[src/hdl/vout_regs_pkg.sv]
// Behaviour
// - Format register reads 0x17: linear, exponent -9
// - Output volts equal mantissa times two^-9
// - Setpoints ten bits effective, 307 to 614; the code stores any ten-bit code without a range check
// - Reference moves one step per strapped interval
// - Margin-high setpoint drives output when selected
// - Margin-low setpoint drives output when selected
// - Setpoints travel as two bytes, low first
// - Off flag low while output actively driven
// - Off flag high when off or tri-stated
// - Bit 5 latches output overvoltage fault
// - Bit 4 latches output overcurrent fault
// - Bit 3 latches input undervoltage fault
// - Bit 2 latches temperature fault or warning
// - Bit 1 latches communication, memory, logic fault
// - Bit 0 latches any other fault
// - Clear-faults empties status, releases alert, persisting refire
// - Margin field picks low, high or nominal
package vout_regs_pkg;
   // Command codes on the two-wire bus
   localparam logic [7:0] CMD_CLEAR_FAULTS = 8'h03;
   localparam logic [7:0] CMD_VOUT_FORMAT = 8'h20;
   localparam logic [7:0] CMD_VOUT_SETPOINT = 8'h21;
   localparam logic [7:0] CMD_MARGIN_HIGH = 8'h25;
   localparam logic [7:0] CMD_MARGIN_LOW = 8'h26;
   localparam logic [7:0] CMD_STATUS = 8'h78;
   // Linear mode 000, exponent 10111
   localparam logic [7:0] FORMAT_VALUE = 8'h17;
   localparam int MANT_W = 10;
   // Setpoint store slots
   localparam logic [1:0] IDX_NOM = 2'h0;
   localparam logic [1:0] IDX_MHIGH = 2'h1;
   localparam logic [1:0] IDX_MLOW = 2'h2;
   // Margin field codes
   localparam logic [3:0] MARGIN_LOW_A = 4'h5;
   localparam logic [3:0] MARGIN_LOW_B = 4'h6;
   localparam logic [3:0] MARGIN_HIGH_A = 4'h9;
   localparam logic [3:0] MARGIN_HIGH_B = 4'ha;
   // Strap reset values of the setpoints, 0.6 V to 1.0 V
   localparam logic [9:0] STRAP_VOUT_0 = 10'h133;
   localparam logic [9:0] STRAP_VOUT_1 = 10'h180;
   localparam logic [9:0] STRAP_VOUT_2 = 10'h1cd;
   localparam logic [9:0] STRAP_VOUT_3 = 10'h200;
   // Step interval: base time in us, rate in MHz; exact product
   localparam int CLK_MHZ = 25;
   localparam int STEP_BASE_US = 4;
   localparam int STEP_BASE_CYC = STEP_BASE_US * CLK_MHZ;
   localparam logic [3:0] BITS_PER_BYTE = 4'h8;
   localparam logic [3:0] INIT_DONE_STEP = 4'h3;

   typedef enum logic [8:0] {
      S_IDLE = 9'h001,
      S_ADDR = 9'h002,
      S_ADDR_ACK = 9'h004,
      S_CMD = 9'h008,
      S_CMD_ACK = 9'h010,
      S_WDATA = 9'h020,
      S_WDATA_ACK = 9'h040,
      S_RDATA = 9'h080,
      S_RDATA_ACK = 9'h100
   } bus_state_t;

   // Fault detector levels, in status bit order 5 down to 0
   typedef struct packed {
      logic ov;
      logic oc;
      logic vin_uv;
      logic temp;
      logic cml;
      logic other;
   } fault_t;

   typedef struct packed {
      logic we;
      logic [1:0] addr;
      logic [MANT_W-1:0] data;
   } sp_write_t;
endpackage

[src/hdl/setpoint_store.sv]
`timescale 1ns/1ps
`default_nettype none
module setpoint_store #(
   parameter int WIDTH = vout_regs_pkg::MANT_W,
   parameter int DEPTH = 3
) (
   input wire logic i_sys_clk,
   input wire logic i_resetn,
   input wire vout_regs_pkg::sp_write_t i_wr,
   input wire logic [1:0] i_bus_addr,
   output logic [WIDTH-1:0] o_bus_data,
   input wire logic [1:0] i_act_addr,
   output logic [WIDTH-1:0] o_act_data
);
   import vout_regs_pkg::*;

   typedef struct packed {
      logic [DEPTH-1:0][WIDTH-1:0] mem;
      logic [WIDTH-1:0] bus_q;
      logic [WIDTH-1:0] act_q;
   } store_t;

   store_t s_r;
   store_t s_nxt;

   // Out-of-range slots read zero rather than wrap
   function automatic logic [WIDTH-1:0] rd(input store_t s, input logic [1:0] a);
      logic [WIDTH-1:0] d;
      d = '0;
      if (int'(a) < DEPTH) d = s.mem[a];
      return d;
   endfunction

   // Write port and two registered read ports
   always_comb begin
      s_nxt = s_r;
      if (i_wr.we && int'(i_wr.addr) < DEPTH) s_nxt.mem[i_wr.addr] = i_wr.data;
      s_nxt.bus_q = rd(s_r, i_bus_addr);
      s_nxt.act_q = rd(s_r, i_act_addr);
   end

   always_ff @(posedge i_sys_clk or negedge i_resetn) begin
      if (!i_resetn) s_r <= '0;
      else s_r <= s_nxt;
   end

   assign o_bus_data = s_r.bus_q;
   assign o_act_data = s_r.act_q;
endmodule // setpoint_store
`default_nettype wire

[src/hdl/vout_setpoint_and_status_regs.sv]
`timescale 1ns/1ps
`default_nettype none
module vout_setpoint_and_status_regs #(
   parameter logic [6:0] DEV_ADDR = 7'h2a
) (
   input wire logic i_sys_clk,
   input wire logic i_resetn,
   input wire logic i_scl,
   input wire logic i_sda,
   output logic o_sda,
   output logic o_sda_oe_n,
   output logic o_alert_n,
   input wire logic [1:0] i_strap_slew,
   input wire logic [1:0] i_strap_vout,
   input wire logic i_on_cmd,
   input wire logic [3:0] i_margin_sel,
   input wire logic i_tristated,
   input wire vout_regs_pkg::fault_t i_faults,
   output logic [9:0] o_vref,
   output logic [7:0] o_status
);
   import vout_regs_pkg::*;

   typedef struct packed {
      bus_state_t st;
      logic [2:0] scl_sy;
      logic [2:0] sda_sy;
      logic scl_f;
      logic sda_f;
      logic [3:0] bitcnt;
      logic [7:0] shreg;
      logic [7:0] cmd;
      logic rw;
      logic [1:0] nbytes;
      logic [7:0] lo;
      logic [15:0] rdword;
      logic sda_oe_n;
      logic drv_low;
      logic [5:0] sticky;
      logic off;
      logic alert_n;
      logic [1:0] slew;
      logic [3:0] init;
      logic init_done;
      sp_write_t wr;
      logic [9:0] vref;
      logic [9:0] step_cnt;
   } regs_t;

   regs_t r;
   regs_t n;
   logic [9:0] bus_data;
   logic [9:0] act_data;
   logic [1:0] act_idx;
   logic [5:0] fault_vec;
   logic scl_new;
   logic sda_new;
   logic rise;
   logic fall;
   logic start;
   logic stop;
   logic clear;
   logic rd_load;
   logic load_byte;

   ////////////////////////////////////////////////////////////
   // Decode helpers

   function automatic logic is_sp(input logic [7:0] c);
      return c == CMD_VOUT_SETPOINT || c == CMD_MARGIN_HIGH || c == CMD_MARGIN_LOW;
   endfunction

   function automatic logic [1:0] sp_index(input logic [7:0] c);
      logic [1:0] i;
      i = IDX_NOM;
      if (c == CMD_MARGIN_HIGH) i = IDX_MHIGH;
      else if (c == CMD_MARGIN_LOW) i = IDX_MLOW;
      return i;
   endfunction

   // Margin only applies while the unit is commanded on
   function automatic logic [1:0] pick(input logic on, input logic [3:0] m);
      logic [1:0] i;
      i = IDX_NOM;
      if (on && (m == MARGIN_LOW_A || m == MARGIN_LOW_B)) i = IDX_MLOW;
      else if (on && (m == MARGIN_HIGH_A || m == MARGIN_HIGH_B)) i = IDX_MHIGH;
      return i;
   endfunction

   function automatic logic [9:0] strap_vout(input logic [1:0] s);
      logic [9:0] v;
      v = STRAP_VOUT_0;
      if (s == 2'h1) v = STRAP_VOUT_1;
      else if (s == 2'h2) v = STRAP_VOUT_2;
      else if (s == 2'h3) v = STRAP_VOUT_3;
      return v;
   endfunction

   // Unknown commands read as zero
   function automatic logic [15:0] read_word(input logic [7:0] c, input logic [9:0] sp,
                                             input logic [7:0] sb);
      logic [15:0] w;
      w = 16'h0000;
      if (c == CMD_VOUT_FORMAT) w = {8'h00, FORMAT_VALUE};
      else if (is_sp(c)) w = {6'h00, sp};
      else if (c == CMD_STATUS) w = {8'h00, sb};
      return w;
   endfunction

   ////////////////////////////////////////////////////////////
   // Setpoint storage

   assign fault_vec = i_faults;
   assign act_idx = pick(i_on_cmd, i_margin_sel);

   setpoint_store #(
      .WIDTH(MANT_W),
      .DEPTH(3)
   ) u_store (
      .i_sys_clk(i_sys_clk),
      .i_resetn(i_resetn),
      .i_wr(r.wr),
      .i_bus_addr(sp_index(r.cmd)),
      .o_bus_data(bus_data),
      .i_act_addr(act_idx),
      .o_act_data(act_data)
   );

   ////////////////////////////////////////////////////////////
   // Next state: line filter, bus slave, status, stepping

   always_comb begin
      n = r;
      n.wr.we = 1'b0;
      clear = 1'b0;
      rd_load = 1'b0;
      load_byte = 1'b0;
      // Three-stage sync; level counts once stages 2 and 3 agree
      n.scl_sy = {r.scl_sy[1:0], i_scl};
      n.sda_sy = {r.sda_sy[1:0], i_sda};
      scl_new = (r.scl_sy[2] == r.scl_sy[1]) ? r.scl_sy[2] : r.scl_f;
      sda_new = (r.sda_sy[2] == r.sda_sy[1]) ? r.sda_sy[2] : r.sda_f;
      n.scl_f = scl_new;
      n.sda_f = sda_new;
      rise = !r.scl_f && scl_new;
      fall = r.scl_f && !scl_new;
      start = r.scl_f && scl_new && r.sda_f && !sda_new;
      stop = r.scl_f && scl_new && !r.sda_f && sda_new;

      // Power-up: catch straps, preload all three setpoints
      if (!r.init_done) begin
         n.init = r.init + 4'h1;
         n.wr.we = (r.init < INIT_DONE_STEP);
         n.wr.addr = r.init[1:0];
         n.wr.data = strap_vout(i_strap_vout);
         if (r.init == 4'h0) n.slew = i_strap_slew;
         n.vref = strap_vout(i_strap_vout);
         n.init_done = (r.init == INIT_DONE_STEP);
      end else if (start) begin
         n.st = S_ADDR;
         n.bitcnt = 4'h0;
         n.sda_oe_n = 1'b1;
      end else if (stop) begin
         // Send-byte form: command code with no data bytes
         clear = (r.st == S_WDATA) && (r.nbytes == 2'h0) && (r.cmd == CMD_CLEAR_FAULTS);
         n.st = S_IDLE;
         n.sda_oe_n = 1'b1;
      end else begin
         unique case (r.st)
            S_IDLE: begin
               n.sda_oe_n = 1'b1;
            end
            S_ADDR, S_CMD, S_WDATA: begin
               if (rise) begin
                  n.shreg = {r.shreg[6:0], sda_new};
                  n.bitcnt = r.bitcnt + 4'h1;
               end else if (fall && r.bitcnt == BITS_PER_BYTE) begin
                  n.sda_oe_n = 1'b0;
                  n.bitcnt = 4'h0;
                  if (r.st == S_ADDR) begin
                     // Foreign address: stay off the line until next start
                     n.sda_oe_n = (r.shreg[7:1] != DEV_ADDR);
                     n.st = (r.shreg[7:1] == DEV_ADDR) ? S_ADDR_ACK : S_IDLE;
                     n.rw = r.shreg[0];
                     rd_load = (r.shreg[7:1] == DEV_ADDR) && r.shreg[0];
                     n.rdword = read_word(r.cmd, bus_data, o_status);
                  end else if (r.st == S_CMD) begin
                     n.cmd = r.shreg;
                     n.nbytes = 2'h0;
                     n.st = S_CMD_ACK;
                  end else begin
                     // Low byte first, high byte commits the word
                     if (r.nbytes == 2'h0) n.lo = r.shreg;
                     n.wr.we = (r.nbytes == 2'h1) && is_sp(r.cmd);
                     n.wr.addr = sp_index(r.cmd);
                     n.wr.data = {r.shreg[1:0], r.lo};
                     if (r.nbytes != 2'h3) n.nbytes = r.nbytes + 2'h1;
                     n.st = S_WDATA_ACK;
                  end
               end
            end
            S_ADDR_ACK, S_CMD_ACK, S_WDATA_ACK: begin
               if (fall) begin
                  n.sda_oe_n = 1'b1;
                  n.st = (r.st == S_CMD_ACK || r.st == S_WDATA_ACK) ? S_WDATA : S_CMD;
                  load_byte = (r.st == S_ADDR_ACK) && r.rw;
               end
            end
            S_RDATA: begin
               if (fall && r.bitcnt == BITS_PER_BYTE) begin
                  n.sda_oe_n = 1'b1;
                  n.st = S_RDATA_ACK;
               end else if (fall) begin
                  n.sda_oe_n = r.shreg[7];
                  n.shreg = {r.shreg[6:0], 1'b0};
                  n.bitcnt = r.bitcnt + 4'h1;
               end
            end
            S_RDATA_ACK: begin
               // Host nack ends the read; ack asks for the next byte
               if (rise && sda_new) n.st = S_IDLE;
               else if (fall) load_byte = 1'b1;
            end
         endcase
      end

      // Shift out the next read byte, low byte of the word first
      if (load_byte) begin
         n.st = S_RDATA;
         n.sda_oe_n = r.rdword[7];
         n.shreg = {r.rdword[6:0], 1'b0};
         n.rdword = {8'h00, r.rdword[15:8]};
         n.bitcnt = 4'h1;
      end

      // Sticky faults; an event in the clear cycle survives it
      n.sticky = (clear ? 6'h00 : r.sticky) | fault_vec;
      n.off = !i_on_cmd || i_tristated;
      n.alert_n = !((!r.alert_n && !clear) || |(fault_vec & (clear ? 6'h3f : ~r.sticky)));

      // One code step per interval; the first step of a move is immediate
      if (r.init_done) begin
         if (r.step_cnt != 10'h000) begin
            n.step_cnt = r.step_cnt - 10'h001;
         end else if (r.vref != act_data) begin
            n.vref = (r.vref < act_data) ? r.vref + 10'h001 : r.vref - 10'h001;
            n.step_cnt = 10'((STEP_BASE_CYC << r.slew) - 1);
         end
      end
   end

   ////////////////////////////////////////////////////////////
   // State register; lines idle high after reset

   always_ff @(posedge i_sys_clk or negedge i_resetn) begin
      if (!i_resetn) begin
         r <= '0;
         r.st <= S_IDLE;
         r.scl_sy <= 3'h7;
         r.sda_sy <= 3'h7;
         r.scl_f <= 1'b1;
         r.sda_f <= 1'b1;
         r.sda_oe_n <= 1'b1;
         r.alert_n <= 1'b1;
         r.off <= 1'b1;
      end else begin
         r <= n;
      end
   end

   // Open-drain: data is always low, enable decides
   assign o_sda = r.drv_low;
   assign o_sda_oe_n = r.sda_oe_n;
   assign o_alert_n = r.alert_n;
   assign o_vref = r.vref;
   assign o_status = {1'b0, r.off, r.sticky};
endmodule // vout_setpoint_and_status_regs
`default_nettype wire

[config.mk]
export PLATFORM = sky130hd
export DESIGN_NAME = vout_setpoint_and_status_regs
export DESIGN_NICKNAME = d
export VERILOG_FILES = /design/src/hdl/vout_regs_pkg.sv /design/src/hdl/setpoint_store.sv /design/src/hdl/vout_setpoint_and_status_regs.sv
export SDC_FILE = /design/constraint.sdc
export NUM_CORES = 1
export LEC_CHECK = 0
export BUFFER_PORTS_ARGS = -buffer_cell sky130_fd_sc_hd__buf_2
export CORE_ASPECT_RATIO = 0.75
export CORE_UTILIZATION = 58
export CTS_BUF_LIST = sky130_fd_sc_hd__clkbuf_8
export DETAILED_ROUTE_END_ITERATION = 16
export GPL_TIMING_DRIVEN = 0
export PLACE_DENSITY = 0.79
export RECOVER_POWER = 100
export SYNTH_ARGS = -nofsm -noshare
export SYNTH_HDL_FRONTEND = slang
export SYNTH_HIERARCHICAL = 1
export SYNTH_SLANG_ARGS = --single-unit
[constraint.sdc]
create_clock -name i_sys_clk -period 3.3 [get_ports i_sys_clk]
set_input_delay 0.66 -clock i_sys_clk [delete_from_list [all_inputs] [get_ports i_sys_clk]]
set_output_delay 0.66 -clock i_sys_clk [all_outputs]
set_load 0.02 [all_outputs]
---- After elaboration in Yosys (flattened, before gate mapping) ----
Cells that the tools add are included.
storage, ports and cells
  register bits ........................... 163
  bits in latches ......................... 0
  bits in writable memories ............... 0
  memory bits (read-only) ................. 0
  bits of input ports ..................... 20
  output and inout bits ................... 21
  logic and storage cells ................. 262
  memories ................................ 0
operators by class
  add/sub/neg operators ................... 7
  multiply operators ...................... 0
  divide/modulo/power cells ............... 0
  $lt $le $gt $ge ......................... 9
  eq/ne operators ......................... 54
  shifts and indexed selects .............. 1
  mux-type cells .......................... 92
  bitwise gates (word level) .............. 9
  reductions and logical operators ........ 61
operator list
  operator                                                               count
  10-bit two-way mux                                                     13
  13-bit two-way mux                                                     8
  9-bit two-way mux                                                      9
  36-bit two-way mux                                                     2
  48-bit two-way mux                                                     1
  47-bit two-way mux                                                     1
  43-bit two-way mux                                                     1
  10-bit binary-select mux with 2-bit select                             2
  20-bit two-way mux                                                     2
  8-bit two-way mux                                                      5
  12-bit two-way mux                                                     3
  9-bit case mux with 4 select lines                                     1
  35-bit two-way mux                                                     1
  7-bit AND reduction                                                    5
  17-bit two-way mux                                                     2
  8-bit by 6-bit == test with 1-bit output (second input constant)       4
  16-bit two-way mux                                                     2
  30-bit bitwise mux                                                     1
  5-bit inequality test (second input constant)                          6
  12-bit case mux with 2 select lines                                    1
  7-bit two-way mux                                                      3
  10-bit demux with 2-bit select                                         1
  10-bit by 1-bit subtractor with 10-bit output (second input constant)  2
  1-bit two-way mux                                                      19
  other kinds (62)                                                       138

---- Logic depth before layout (Yosys ltp) ----
  depth in word-level cells ............... 13
  gate-level depth with buffers ........... 16
  gate-level depth less buffers ........... 15

---- By module ----
The synthesis kept the hierarchy.
modules (own cells, without submodules)
  module                         instances  cells an instance  area an instance (um^2)  sequential area each (um^2)
  vout_setpoint_and_status_regs  1          658                6,413.7                  2,692.6
  setpoint_store                 1          154                2,293.4                  1,251.2

---- Least setup slack after synthesis ----
OpenSTA, ideal clock, no wires.
  path kind ............................... register to register
  from .................................... reg u_store.s_r, in the netlist u_store/o_act_data[9]
  to ...................................... reg r, in the netlist o_vref[9]
  setup time .............................. 82 ps
  arrival time ............................ 3,409 ps
  required time ........................... 3,218 ps
  path slack .............................. -191 ps
  stages on the path, launching flop included .. 16
  path buffers ............................ 1
  clock period less this slack ............ 3,491 ps
  cell sequence ........................... dfrtp_1 > buf_4 > inv_1 > ha_1 > nand4_1 > or2_2 > o221a_2 > inv_1 > ha_1 > a21oi_1 > o21bai_1 > or4b_1 > a41o_1 > xor2_1 > or3_1 > a31oi_1
RTL lines
  element                   line                                  source
  start: declaration        setpoint_store.sv:23                  store_t s_r;
  start signal: assignment  setpoint_store.sv:44                  else s_r <= s_nxt;
  end signal: assignment    vout_setpoint_and_status_regs.sv:267  r <= n;
  end: declaration          vout_setpoint_and_status_regs.sv:50   regs_t r;

==> impl_metrics.ini <==
[outcome]
status = complete, but fails checks
violations = max-capacitance violations, max-slew violations, negative setup slack

[sta]
finalMaxSlewViolations = 67
worst_pin_slew_ns = 1.620
finalHoldViolations = 0
period_share = 1.042
fmaxAchievable_mhz = 290.7
final.setup.worst_slack_ns = -0.1400
finalSetupViolCount = 1
fin_skew_ns = 0.01254
max_slew_margin = -0.07987
final.min_clock_period_ns = 3.440
rsz0062_at_grt = true

[synth]
async_flop_share = 1.000
synth_flop_cell = dfrtp_1
synth_edf_count = 0
yosysSeqAreaShare = 0.4529
synth_cell_type_count = 87
avgSynthCellArea_um2 = 10.72
synth_top_area_share = 0.4167
synthesis.area_um2 = 8707
yosys-top-cells-area = dfrtp_1, ha_1, mux2_4
ys_warn_count = 6
synth_seq_cells = 157
yosys.area.top_type = dfrtp_1
synthCells = 812

[pwr]
leakage_uw = 0.004288
p_per_area_nw_per_um2 = 680.3
ir_worst_vdd_mv = 0.4099

[grt]
busiest_layer = met2
antenna_found_initial = 0
met1_usage = 0.3982
grt_util_met2 = 0.3988
grt_pass1_wl_mm = 31.51
grt_pass1_vias = 6130
grt_max_degree = 93
track_usage = 0.2703
grt.overflow.total = 0
met3_usage = 0.06422

[min_path]
hp-class = in2reg
hold_depth = 1

[worst_setup_path]
slowest_delay_ns = 0.54
cp_slowest_cell = or4b_4
cp-start-kind = register
worst-r2r-cell-count = 13
end_kind = register
crit_fanout = 5
critical_path.cell_chain = ha_4, nand4_1, or2_4, o221a_4, inv_8, ha_4, a21oi_4, o21bai_1, or4b_4, a41o_1, xor2_1, or3_1, a31oi_1
cp.arrival_ns = 3.81
path_common_cell = ha_4
critPathRequiredTime_ns = 3.67
worstSetupPathType = reg2reg

[clocking]
insertion_delay_ns = 0.47
cts-root-buf = clkbuf_8
clock_sinks = 157
clk_pin_slew_ns = 0.09
ctsHoldBuffers = 0
cts_tree = yes
cts_inserted_buffers = 17
clockBufferDepth = 2
cts.htree.levels = 4

[cells_and_area]
postLayoutCellArea_um2 = 9653
area_growth_pct = 10.86
final_cell_mix = dfrtp_1, nand2_1, buf_4
nNetsFinal = 932
n_antenna_cell = 0
layout-drive-gt1-share = 0.2430
final_common_cell = dfrtp_1

[detailed_routing]
wl_per_cell_um = 17.61
drc = 0
ant_nets = 0
avgViaCountPerCell = 5.769
vias = 6282
wl_mm = 19.18
drt_iter0_drc = 568
drt_first_pass_iters = 5

[floorplan]
die_w_um = 143.5
coreArea_um2 = 14550
floorplan.initialDensity = 0.5985
dieArea_um2 = 15510
fp-row-count = 38
die_height_um = 108.1
io_pins = 41

[placement]
dp_hpwl_mm = 13.67
dpl-instance-area_um2 = 9206
gp_congestion = 0.9143
place_ws_ns = -0.2675
port_buffers = 38

[flow_run]
cap_violations = 1
[cells in the mapped netlist, drive strengths merged, types with 7 or more instances]
cell,count
nor3,15
a31oi,8
mux2i,22
nand2b,13
a21o,14
mux2,56
nor2b,12
nor2,32
or3,7
xnor2,7
buf,56
a22oi,11
clkbuf,15
a221o,12
inv,40
a21oi,23
dfrtp,145
ha,35
o2bb2ai,20
nand3b,9
nor4,10
o21ai,47
nor3b,8
nand3,20
nand2,84
xor2,7
dfstp,12
[final timing paths]
| check | start | to | slack [ns] |
|---|---|---|---|
| max in group asynchronous | i_resetn | o_vref[1]$_DFF_PN0_ | 0.59 |
| setup reg to reg | o_vref[8]$_DFF_PN0_ | o_vref[9]$_DFF_PN0_ | -0.14 |
| min in group asynchronous | i_resetn | o_vref[5]$_DFF_PN0_ | 0.58 |
| hold reg to reg | n[100]$_DFF_PN1_ | n[101]$_DFF_PN1_ | 0.36 |
| hold / removal | i_sda | n[100]$_DFF_PN1_ | 0.28 |
| setup / recovery | o_vref[8]$_DFF_PN0_ | o_vref[9]$_DFF_PN0_ | -0.14 |
[cell type report]
class	count	area (um^2)
Fill cell	1183	4896
Multi-Input combinational cell	545	4172
Sequential cell	157	3949
Buffer	71	476.7
Clock buffer	19	261.5
Tap cell	200	250.2
Timing Repair Buffer	44	220.2
Clock inverter	13	163.9
Inverter	40	160.2
[power by group]
group / internal, uW / leakage (uW) / total (uW) / switching (uW)
clock network: 796 / 0.000218 / 1550 / 759
logic: 1250 / 0.00213 / 2580 / 1330
registers: 2160 / 0.00194 / 2430 / 269
[through the flow]
step	hold WS, ns	utilization	total power, uW	setup TNS (ns)	std cells
floorplan	0.3452	-	4176	0	813
global placement	0.3454	0.6305	4617	-112.05	1051
detailed placement	0.3473	0.6328	4693	-0.3065	1052
CTS	0.1982	0.6717	6480	-0.1484	1089
global route	0.2526	0.6635	6955	-0.2690	1089
finish	0.2820	0.6635	6567	-0.1400	1089
[what timing repair did]
item,in CTS,in global routing
pin swaps,7,6
setup buffers,5,0
setup endpoints to repair,3,3
gates resized for setup,17,10
gates cloned,0,0
[flip-flops by register name, summed over array words and instances (netlist names)]
name / flops
u_store/o_bus_data: 10
o_alert_n: 1
o_status: 7
o_sda_oe_n: 1
n: 4
u_store/s_r: 30
u_store/o_act_data: 10
r: 84
o_vref: 10
[kinds of logic (layout without fill, tap and decap cells)]
group,Yosys count,in the layout,synth area share
AO/OA/AOI/OAI,167,167,0.1362
AND/OR/NAND/NOR,247,247,0.1571
flip-flops,157,157,0.4529
other,1,2,0.0004307
XOR/XNOR,14,14,0.01408
adder cells (fa/ha/maj),37,37,0.05374
buffers and inverters,111,187,0.07616
multiplexers,78,78,0.1094
[worst max-delay path, delay by kind of cell (launching register included)]
family,cells,cell delay (ns)
AO/OA/AOI/OAI,5,0.86
flip-flops,1,0.48
adder cells (fa/ha/maj),2,0.51
buffers and inverters,1,0.09
XOR/XNOR,1,0.15
AND/OR/NAND/NOR,4,1.24
[layer usage]
layer | share of wire | wire [um] | vias to the layer above
met4 | 0.0088 | 169 | 0
met3 | 0.058 | 1113 | 20
met1 | 0.49 | 9364 | 3072
met2 | 0.44 | 8528 | 194
met5 | 0 | 0 | -
li1 | - | - | 2996
Power figures use the tool's default switching activity.
